`src/core/rscs_pkg.sv`:
```
// shared constants and types of the reset strap configuration loader
package rscs_pkg;
  localparam int unsigned NPIN = 16;
  localparam int unsigned OTP_AW = 14;
  localparam int unsigned SEL_W = 16;
  localparam int unsigned PIN_PROTO = 9;
  localparam int unsigned DEF_SEL_PINS = 4;
  localparam logic [OTP_AW-1:0] INFO_BASE = 14'h0000;
  localparam logic [OTP_AW-1:0] CFG_BASE = 14'h0010;
  localparam logic [1:0] INFO_WORDS = 2'h3;
  localparam logic [4:0] MAX_CFG = 5'h10;
  localparam int unsigned HDR_PRESENT = 15;
  localparam int unsigned HDR_INVALID = 14;
  localparam int unsigned HDR_TYPE_LO = 12;
  localparam logic [1:0] BLK_CONFIG = 2'h0;
  localparam logic [1:0] ROLE_NONE = 2'h0;
  localparam logic [1:0] ROLE_SEL = 2'h1;
  localparam logic [1:0] ROLE_EEDIS = 2'h2;
  localparam logic [1:0] ROLE_A2 = 2'h3;
  localparam logic [15:0] SERCFG_ADDR = 16'h0000;
  localparam int unsigned SERCFG_I2C = 0;
  localparam int unsigned SERCFG_A2 = 1;

  typedef struct packed {
    logic i2c;
    logic a2;
    logic ee_dis;
    logic [SEL_W-1:0] sel;
  } rscs_strap_s;

  typedef struct packed {
    logic [15:0] addr;
    logic [15:0] data;
  } rscs_regwr_s;

  typedef enum logic [9:0] {
    ST_CAP   = 10'h001,
    ST_INFO  = 10'h002,
    ST_DEFLT = 10'h004,
    ST_PORTW = 10'h008,
    ST_HDR   = 10'h010,
    ST_LEN   = 10'h020,
    ST_SUM   = 10'h040,
    ST_CHK   = 10'h080,
    ST_APPLY = 10'h100,
    ST_DONE  = 10'h200
  } rscs_state_e;
endpackage

```
`src/core/rscs_strap_decode.sv`:
```
// strap role decode from latched pins and factory pin roles
`timescale 1ns/1ps
module rscs_strap_decode (
  input wire logic [rscs_pkg::NPIN-1:0] pins,
  input wire logic [2*rscs_pkg::NPIN-1:0] roles,
  input wire logic info_ok,
  output rscs_pkg::rscs_strap_s strap
);
  ////////////////////////////////////////////////////////////////////////////
  function automatic logic [1:0] role_of(input logic [2*rscs_pkg::NPIN-1:0] r, input int unsigned i,
                                         input logic ok);
    role_of = ok ? r[2*i+:2] : rscs_pkg::ROLE_NONE;
  endfunction

  ////////////////////////////////////////////////////////////////////////////
  always_comb begin
    logic [4:0] n;
    n = 5'h00;
    strap = '0;
    for (int unsigned i = 0; i < rscs_pkg::NPIN; i++) begin
      case (role_of(roles, i, info_ok))
        rscs_pkg::ROLE_SEL: begin
          strap.sel[n[3:0]] = pins[i];
          n = n + 5'h01;
        end
        rscs_pkg::ROLE_EEDIS: begin
          strap.ee_dis = strap.ee_dis | pins[i];
        end
        rscs_pkg::ROLE_A2: begin
          strap.a2 = pins[i];
        end
        default: begin
        end
      endcase
    end
    if (n == 5'h00) begin
      strap.sel = {{(rscs_pkg::SEL_W-rscs_pkg::DEF_SEL_PINS){1'b0}}, pins[rscs_pkg::DEF_SEL_PINS-1:0]};
    end
    strap.i2c = pins[rscs_pkg::PIN_PROTO];
    if (!strap.i2c) begin
      strap.a2 = 1'b0;
    end
  end
endmodule

```
`src/core/rscs_cksum.sv`:
```
// running 16-bit checksum of stored block words
`timescale 1ns/1ps
module rscs_cksum (
  input wire logic clk,
  input wire logic resetn,
  input wire logic load,
  input wire logic add,
  input wire logic [15:0] din,
  output logic zero
);
  logic [15:0] sum_q;
  logic [15:0] sum_d;

  ////////////////////////////////////////////////////////////////////////////
  always_comb begin
    sum_d = sum_q;
    if (load) begin
      sum_d = din;
    end else if (add) begin
      sum_d = sum_q + din;
    end
  end

  always_ff @(posedge clk or negedge resetn) begin
    if (!resetn) begin
      sum_q <= 16'h0000;
    end else begin
      sum_q <= sum_d;
    end
  end

  assign zero = (sum_q == 16'h0000);
endmodule

```
`src/core/rscs_loader.sv`:
```
// start-up strap capture and stored configuration loader
`timescale 1ns/1ps
// Functional notes
// - protocol strap low SPI, high I2C
// - latch straps at reset release
// - undriven strap pins read as one
// - pin roles come from factory info
// - no address strap gives A2 zero
// - several address straps: highest index wins
// - address strap ignored under SPI
// - high disable strap blocks EEPROM reads
// - no disable strap: search for EEPROM
// - several disable straps are ORed
// - no select pins: use pins 3..0
// - pulled-high default pins select image 15
// - select bits in pin index order
// - zero-extend short select, widen long one
// - unprogrammed part: default strap behaviour
// - strap values stay overwritable later
// - defaults first, then stored image applied
// - factory info block always loaded
// - defaults: outputs off, pins inputs
// - write-once store, 2 to 16 images
// - skip blocks marked invalid
// - bad checksum: image not applied
// - no EEPROM search under SPI
module rscs_loader (
  input wire logic clk,
  input wire logic resetn,
  input wire logic [rscs_pkg::NPIN-1:0] gpio_in,
  input wire logic [rscs_pkg::NPIN-1:0] gpio_driven,
  output logic otp_rd,
  output logic [rscs_pkg::OTP_AW-1:0] otp_addr,
  input wire logic [15:0] otp_rdata,
  input wire logic otp_rvalid,
  output logic reg_default,
  output logic reg_wr,
  output rscs_pkg::rscs_regwr_s reg_wr_data,
  output rscs_pkg::rscs_strap_s strap,
  output logic eeprom_search,
  output logic host_port_en,
  output logic load_done,
  output logic cfg_loaded,
  output logic cfg_err
);
  ////////////////////////////////////////////////////////////////////////////
  rscs_pkg::rscs_state_e state_q;
  rscs_pkg::rscs_state_e state_d;
  logic [rscs_pkg::NPIN-1:0] pins_q;
  logic [rscs_pkg::NPIN-1:0] pins_d;
  logic [2*rscs_pkg::NPIN-1:0] roles_q;
  logic [2*rscs_pkg::NPIN-1:0] roles_d;
  logic info_ok_q;
  logic info_ok_d;
  logic [1:0] idx_q;
  logic [1:0] idx_d;
  rscs_pkg::rscs_strap_s strap_q;
  rscs_pkg::rscs_strap_s strap_d;
  rscs_pkg::rscs_strap_s strap_dec;
  logic [rscs_pkg::OTP_AW-1:0] addr_q;
  logic [rscs_pkg::OTP_AW-1:0] addr_d;
  logic [rscs_pkg::OTP_AW-1:0] body_q;
  logic [rscs_pkg::OTP_AW-1:0] body_d;
  logic [rscs_pkg::OTP_AW-1:0] len_q;
  logic [rscs_pkg::OTP_AW-1:0] len_d;
  logic [rscs_pkg::OTP_AW-1:0] left_q;
  logic [rscs_pkg::OTP_AW-1:0] left_d;
  logic [15:0] hdr_q;
  logic [15:0] hdr_d;
  logic [15:0] ra_q;
  logic [15:0] ra_d;
  logic phase_q;
  logic phase_d;
  logic [4:0] blk_q;
  logic [4:0] blk_d;
  logic pend_q;
  logic pend_d;
  logic got;
  logic ck_load;
  logic ck_add;
  logic ck_zero;
  logic otp_rd_q;
  logic otp_rd_d;
  logic [rscs_pkg::OTP_AW-1:0] otp_addr_q;
  logic [rscs_pkg::OTP_AW-1:0] otp_addr_d;
  logic def_q;
  logic def_d;
  logic wr_q;
  logic wr_d;
  rscs_pkg::rscs_regwr_s wr_data_q;
  rscs_pkg::rscs_regwr_s wr_data_d;
  logic ee_q;
  logic ee_d;
  logic done_q;
  logic done_d;
  logic loaded_q;
  logic loaded_d;
  logic err_q;
  logic err_d;

  ////////////////////////////////////////////////////////////////////////////
  function automatic logic is_wanted(input logic [15:0] h, input logic [rscs_pkg::SEL_W-1:0] sel);
    is_wanted = !h[rscs_pkg::HDR_INVALID] && (h[rscs_pkg::HDR_TYPE_LO+:2] == rscs_pkg::BLK_CONFIG)
                && ({{(rscs_pkg::SEL_W-8){1'b0}}, h[7:0]} == sel);
  endfunction

  ////////////////////////////////////////////////////////////////////////////
  rscs_strap_decode u_dec (
    .pins(pins_q),
    .roles(roles_q),
    .info_ok(info_ok_q),
    .strap(strap_dec)
  );

  rscs_cksum u_ck (
    .clk(clk),
    .resetn(resetn),
    .load(ck_load),
    .add(ck_add),
    .din(otp_rdata),
    .zero(ck_zero)
  );

  assign got = pend_q && otp_rvalid;

  ////////////////////////////////////////////////////////////////////////////
  always_comb begin
    state_d = state_q;
    pins_d = pins_q;
    roles_d = roles_q;
    info_ok_d = info_ok_q;
    idx_d = idx_q;
    strap_d = strap_q;
    addr_d = addr_q;
    body_d = body_q;
    len_d = len_q;
    left_d = left_q;
    hdr_d = hdr_q;
    ra_d = ra_q;
    phase_d = phase_q;
    blk_d = blk_q;
    pend_d = pend_q;
    otp_rd_d = 1'b0;
    otp_addr_d = otp_addr_q;
    def_d = 1'b0;
    wr_d = 1'b0;
    wr_data_d = wr_data_q;
    ee_d = ee_q;
    done_d = done_q;
    loaded_d = loaded_q;
    err_d = err_q;
    ck_load = 1'b0;
    ck_add = 1'b0;
    if (got) begin
      pend_d = 1'b0;
    end
    if ((state_q == rscs_pkg::ST_INFO || state_q == rscs_pkg::ST_HDR || state_q == rscs_pkg::ST_LEN
         || state_q == rscs_pkg::ST_SUM || state_q == rscs_pkg::ST_APPLY) && !pend_q) begin
      otp_rd_d = 1'b1;
      otp_addr_d = addr_q;
      pend_d = 1'b1;
    end
    case (state_q)
      rscs_pkg::ST_CAP: begin
        pins_d = gpio_in | ~gpio_driven;
        addr_d = rscs_pkg::INFO_BASE;
        idx_d = 2'h0;
        state_d = rscs_pkg::ST_INFO;
      end
      rscs_pkg::ST_INFO: begin
        if (got) begin
          case (idx_q)
            2'h0: info_ok_d = otp_rdata[rscs_pkg::HDR_PRESENT] && !otp_rdata[rscs_pkg::HDR_INVALID];
            2'h1: roles_d[15:0] = otp_rdata;
            default: roles_d[31:16] = otp_rdata;
          endcase
          addr_d = addr_q + 14'h0001;
          idx_d = idx_q + 2'h1;
          if (idx_q == rscs_pkg::INFO_WORDS - 2'h1) begin
            state_d = rscs_pkg::ST_DEFLT;
          end
        end
      end
      rscs_pkg::ST_DEFLT: begin
        def_d = 1'b1;
        strap_d = strap_dec;
        ee_d = strap_dec.i2c && !strap_dec.ee_dis;
        state_d = rscs_pkg::ST_PORTW;
      end
      rscs_pkg::ST_PORTW: begin
        wr_d = 1'b1;
        wr_data_d.addr = rscs_pkg::SERCFG_ADDR;
        wr_data_d.data = 16'h0000;
        wr_data_d.data[rscs_pkg::SERCFG_I2C] = strap_q.i2c;
        wr_data_d.data[rscs_pkg::SERCFG_A2] = strap_q.a2;
        addr_d = rscs_pkg::CFG_BASE;
        blk_d = 5'h00;
        state_d = rscs_pkg::ST_HDR;
      end
      rscs_pkg::ST_HDR: begin
        if (got) begin
          if (!otp_rdata[rscs_pkg::HDR_PRESENT] || blk_q == rscs_pkg::MAX_CFG) begin
            err_d = 1'b1;
            state_d = rscs_pkg::ST_DONE;
          end else begin
            hdr_d = otp_rdata;
            ck_load = 1'b1;
            addr_d = addr_q + 14'h0001;
            state_d = rscs_pkg::ST_LEN;
          end
        end
      end
      rscs_pkg::ST_LEN: begin
        if (got) begin
          ck_add = 1'b1;
          len_d = otp_rdata[rscs_pkg::OTP_AW-1:0];
          left_d = {otp_rdata[rscs_pkg::OTP_AW-2:0], 1'b1};
          body_d = addr_q + 14'h0001;
          if (hdr_q[rscs_pkg::HDR_TYPE_LO+:2] == rscs_pkg::BLK_CONFIG && !hdr_q[rscs_pkg::HDR_INVALID]) begin
            blk_d = blk_q + 5'h01;
          end
          if (is_wanted(hdr_q, strap_q.sel)) begin
            addr_d = addr_q + 14'h0001;
            state_d = rscs_pkg::ST_SUM;
          end else begin
            addr_d = addr_q + 14'h0002 + {otp_rdata[rscs_pkg::OTP_AW-2:0], 1'b0};
            state_d = rscs_pkg::ST_HDR;
          end
        end
      end
      rscs_pkg::ST_SUM: begin
        if (got) begin
          ck_add = 1'b1;
          addr_d = addr_q + 14'h0001;
          left_d = left_q - 14'h0001;
          if (left_q == 14'h0001) begin
            state_d = rscs_pkg::ST_CHK;
          end
        end
      end
      rscs_pkg::ST_CHK: begin
        addr_d = body_q;
        left_d = {len_q[rscs_pkg::OTP_AW-2:0], 1'b0};
        phase_d = 1'b0;
        if (!ck_zero) begin
          err_d = 1'b1;
          state_d = rscs_pkg::ST_DONE;
        end else if (len_q == 14'h0000) begin
          loaded_d = 1'b1;
          state_d = rscs_pkg::ST_DONE;
        end else begin
          state_d = rscs_pkg::ST_APPLY;
        end
      end
      rscs_pkg::ST_APPLY: begin
        if (got) begin
          addr_d = addr_q + 14'h0001;
          left_d = left_q - 14'h0001;
          phase_d = !phase_q;
          if (!phase_q) begin
            ra_d = otp_rdata;
          end else begin
            wr_d = 1'b1;
            wr_data_d.addr = ra_q;
            wr_data_d.data = otp_rdata;
          end
          if (left_q == 14'h0001) begin
            loaded_d = 1'b1;
            state_d = rscs_pkg::ST_DONE;
          end
        end
      end
      rscs_pkg::ST_DONE: begin
        done_d = 1'b1;
      end
      default: begin
        state_d = rscs_pkg::ST_CAP;
      end
    endcase
  end

  ////////////////////////////////////////////////////////////////////////////
  always_ff @(posedge clk or negedge resetn) begin
    if (!resetn) begin
      state_q <= rscs_pkg::ST_CAP;
      pins_q <= '1;
      roles_q <= '0;
      info_ok_q <= 1'b0;
      idx_q <= 2'h0;
      strap_q <= '0;
      addr_q <= '0;
      body_q <= '0;
      len_q <= '0;
      left_q <= '0;
      hdr_q <= 16'h0000;
      ra_q <= 16'h0000;
      phase_q <= 1'b0;
      blk_q <= 5'h00;
      pend_q <= 1'b0;
      otp_rd_q <= 1'b0;
      otp_addr_q <= '0;
      def_q <= 1'b0;
      wr_q <= 1'b0;
      wr_data_q <= '0;
      ee_q <= 1'b0;
      done_q <= 1'b0;
      loaded_q <= 1'b0;
      err_q <= 1'b0;
    end else begin
      state_q <= state_d;
      pins_q <= pins_d;
      roles_q <= roles_d;
      info_ok_q <= info_ok_d;
      idx_q <= idx_d;
      strap_q <= strap_d;
      addr_q <= addr_d;
      body_q <= body_d;
      len_q <= len_d;
      left_q <= left_d;
      hdr_q <= hdr_d;
      ra_q <= ra_d;
      phase_q <= phase_d;
      blk_q <= blk_d;
      pend_q <= pend_d;
      otp_rd_q <= otp_rd_d;
      otp_addr_q <= otp_addr_d;
      def_q <= def_d;
      wr_q <= wr_d;
      wr_data_q <= wr_data_d;
      ee_q <= ee_d;
      done_q <= done_d;
      loaded_q <= loaded_d;
      err_q <= err_d;
    end
  end

  ////////////////////////////////////////////////////////////////////////////
  assign otp_rd = otp_rd_q;
  assign otp_addr = otp_addr_q;
  assign reg_default = def_q;
  assign reg_wr = wr_q;
  assign reg_wr_data = wr_data_q;
  assign strap = strap_q;
  assign eeprom_search = ee_q;
  assign host_port_en = done_q;
  assign load_done = done_q;
  assign cfg_loaded = loaded_q;
  assign cfg_err = err_q;
endmodule

```
`config.mk`:
```
export PLATFORM = sky130hd
export DESIGN_NAME = rscs_loader
export DESIGN_NICKNAME = d
export VERILOG_FILES = /design/src/core/rscs_pkg.sv /design/src/core/rscs_strap_decode.sv /design/src/core/rscs_cksum.sv /design/src/core/rscs_loader.sv
export SDC_FILE = /design/constraint.sdc
export NUM_CORES = 1
export LEC_CHECK = 0
export ABC_AREA = 1
export BUFFER_PORTS_ARGS = -buffer_cell sky130_fd_sc_hd__buf_2
export CORE_AREA = 3 3 217 219
export CTS_CLUSTER_DIAMETER = 120
export DETAILED_ROUTE_END_ITERATION = 6
export DIE_AREA = 0 0 220 222
export MAX_ROUTING_LAYER = met4
export PLACE_DENSITY = 0.54
export SYNTH_ARGS = -nofsm -noshare
export SYNTH_HDL_FRONTEND = slang
export SYNTH_SLANG_ARGS = --single-unit
export TNS_END_PERCENT = 30
```
`constraint.sdc`:
```
create_clock -name clk -period 12.3 [get_ports clk]
set_clock_uncertainty 0.2 [all_clocks]
set_input_delay 0 -clock clk [delete_from_list [all_inputs] [get_ports clk]]
set_output_delay 0 -clock clk [all_outputs]
set_load 0.05 [all_outputs]
```
==> impl_metrics.json <==
{
  "report.final.slew_viol_count": 0,
  "timing.rr.start": "info_ok_q",
  "crit_top_cell": "nand2_1",
  "antenna_found_initial": 0,
  "max_stage_delay_ns": 0.52,
  "min-delay-start": "otp_rdata[0]",
  "num_vias": 18200,
  "finalCriticalPeriod_ns": 10.64,
  "path_depth": 58,
  "worstHoldPathCells": 4,
  "finalHoldViolations": 0,
  "syn_area_um2": 18100,
  "n_fill_cell": 4678,
  "timing.rr.end": "strap[7]",
  "viasPerCell": 5.35,
  "fin_cells": 3395,
  "path_clk_slew_ns": 0.06,
  "ctsLongestPathBuffers": 3,
  "setup_viol": 0,
  "dp.cells": 3257,
  "h-tree-depth": 1,
  "pwr_density_cell_nw_per_um2": 150,
  "cts_num_sinks": 239,
  "root_buffer": "clkbuf_16",
  "nets": 2924,
  "grt_pass1_vias": 17500,
  "antenna_left": 0,
  "ys_seq_elements": 239,
  "path_buf_inv": 9,
  "synth_flop_cell": "dfrtp_1",
  "period_share_pct": 86.5,
  "worstPathArrival_ns": 10.89,
  "max_cap_violations": 0,
  "numCtsBuffers": 28,
  "ys_warn_count": 0,
  "path_class": "register to register",
  "cp_slowest_cell": "dfrtp_1",
  "start_util_pct": 40.0,
  "rrSetupSlack_ns": 1.66,
  "synthesis.nets": 2737,
  "synth_edf_count": 0,
  "tns_ns": 0,
  "fmax_mhz": 94.0,
  "portBuffers": 123,
  "postSynthCellCount": 2586,
  "status": "finished, final reports clean",
  "grtUsageTotal_pct": 25.4,
  "relSlewSlack_pct": 29.5,
  "path_delay_family": "simple AND/OR/NAND/NOR gates",
  "cp.required_ns": 12.55,
  "drt_iter0_drc": 1289,
  "drt-wirelength-per-cell_um": 17.9,
  "p_total_mw": 3.18,
  "drive_gt1_share_pct": 12.0,
  "holdCritPathClass": "input port to register",
  "cts_tree": "built",
  "final-seq-area_um2": 6000,
  "worstSkewPairLatency_ns": 0.60,
  "rr_worst_depth": 58,
  "vdd_ir_drop_max_v": 0.000122,
  "multiInputGateArea_um2": 10400,
  "grt_start_max_net_pins": 98,
  "final_util_pct": 46.6,
  "end_kind": "register",
  "start_kind": "register",
  "hold_ws_ns": 0.0766,
  "dieArea_um2": 48800,
  "ys_types": 59,
  "totalWireLength_um": 60700,
  "layout_common_cells": "nand2_1 (603), inv_1 (340), nand3_1 (294)",
  "area_growth_pct": 16.6,
  "drc_errors": 0,
  "cp_max_fo": 11,
  "grt_pass1_wl_um": 96100,
  "rsz0062_at_grt": "no",
  "syn_area_per_cell_um2": 7.00,
  "gp_congestion": 0.913,
  "holdPathEnd": "len_q[0]",
  "tightest_slew_ns": 1.06,
  "cts_resized": 0,
  "async_flop_share_pct": 100,
  "placement_rows": 78,
  "p_leak_nw": 10.4,
  "mostFrequentLayoutCell": "nand2_1",
  "io_pins": 124,
  "die_x_um": 220,
  "grt-ovfl-total": 0,
  "hpwl_um": 45600,
  "first_pass_iters": 5,
  "die_h_um": 222,
  "coreArea_um2": 45300,
  "ys_seq_area_share_pct": 33.1
}
==> cells by family after synthesis <==
kind of cell,after synthesis,share of synthesized area (%)
AO/OA/AOI/OAI,458,14.6
XOR/XNOR,39,1.89
adder cells (fa/ha/maj),100,7.03
buffers and inverters,433,9.38
flip-flops,239,33.1
multiplexers,1,0.0553
AND/OR/NAND/NOR,1316,33.9
==> report_power, final <==
group          total (mW)  switching [mW]  internal, mW
clock               0.869           0.359         0.510
combinational        1.25           0.875         0.378
sequential           1.05           0.154         0.901
==> metal layers <==
metal  GRT usage (%)  routed length (um)
met5               -                   0
met4            7.71                2040
met3            2.67                2860
met2            41.8               29000
met1            33.0               26800
==> final cells by class <==
| class | count | share of cell area [%] |
|---|---|---|
| antenna | 1 | 0.0118 |
| clock buffer | 38 | 3.68 |
| clock inverter | 13 | 0.865 |
| inverter | 368 | 6.58 |
| multi-input combinational | 1914 | 49.3 |
| sequential | 239 | 28.4 |
| tap | 600 | 3.55 |
| timing repair buffer | 222 | 7.58 |
==> worst max-delay path by stage <==
stage / from / end / slack (ns)
floorplan: info_ok_q / strap[5] / 2.44
global placement: info_ok_q / strap[7] / 2.04
detailed placement: info_ok_q / strap[7] / 1.70
CTS: info_ok_q / strap[7] / 1.68
global route: info_ok_q / strap[7] / 0.66
finish: info_ok_q / strap[7] / 1.66
==> Yosys cell counts, types with 17 or more instances <==
cell / n / area, um^2
o211ai_1: 52 / 390
nand2_4: 32 / 360
ha_1: 97 / 1210
dfrtp_1: 222 / 5560
nor3_1: 40 / 200
nand2_1: 603 / 2260
nand4_1: 25 / 156
dfstp_2: 17 / 447
nand3_2: 27 / 270
inv_1: 340 / 1280
a31oi_1: 25 / 156
o22ai_1: 23 / 144
nand3_1: 294 / 1470
nand2_2: 25 / 156
xor2_1: 30 / 263
o21ai_0: 249 / 1250
clkbuf_1: 54 / 203
a21oi_1: 53 / 265
nor2_1: 214 / 803
==> tightest hold or removal path, cell delays in order <==
cell	delay (ns)
dlygate4sd3_1	0.52
buf_2	0.18
nand2_1	0.06
o21ai_0	0.06
==> state kept, by name (all words and copies together), names as in the netlist, 16 cells and up <==
name and flops:
strap 19, pins_q 16, roles_q 32, u_ck.sum_q 16
reg_wr_data 32, ra_q 16
==> stage by stage <==
step           worst slack, ns  area (um^2)
6_report                  1.66        21100
5_1_grt                  0.659        21100
4_1_cts                   1.68        21100
3_5_place_dp              1.70        19300
3_3_place_gp              2.04        19300
2_1_floorplan             2.44        18100
==> timing repair <==
action                                  in CTS  in global routing
endpoints found under the setup margin       0                  0
hold endpoints to repair                   239                  0
hold buffers                                86                  0
setup buffers                                0                  0
(Power assumes the default switching activity.)
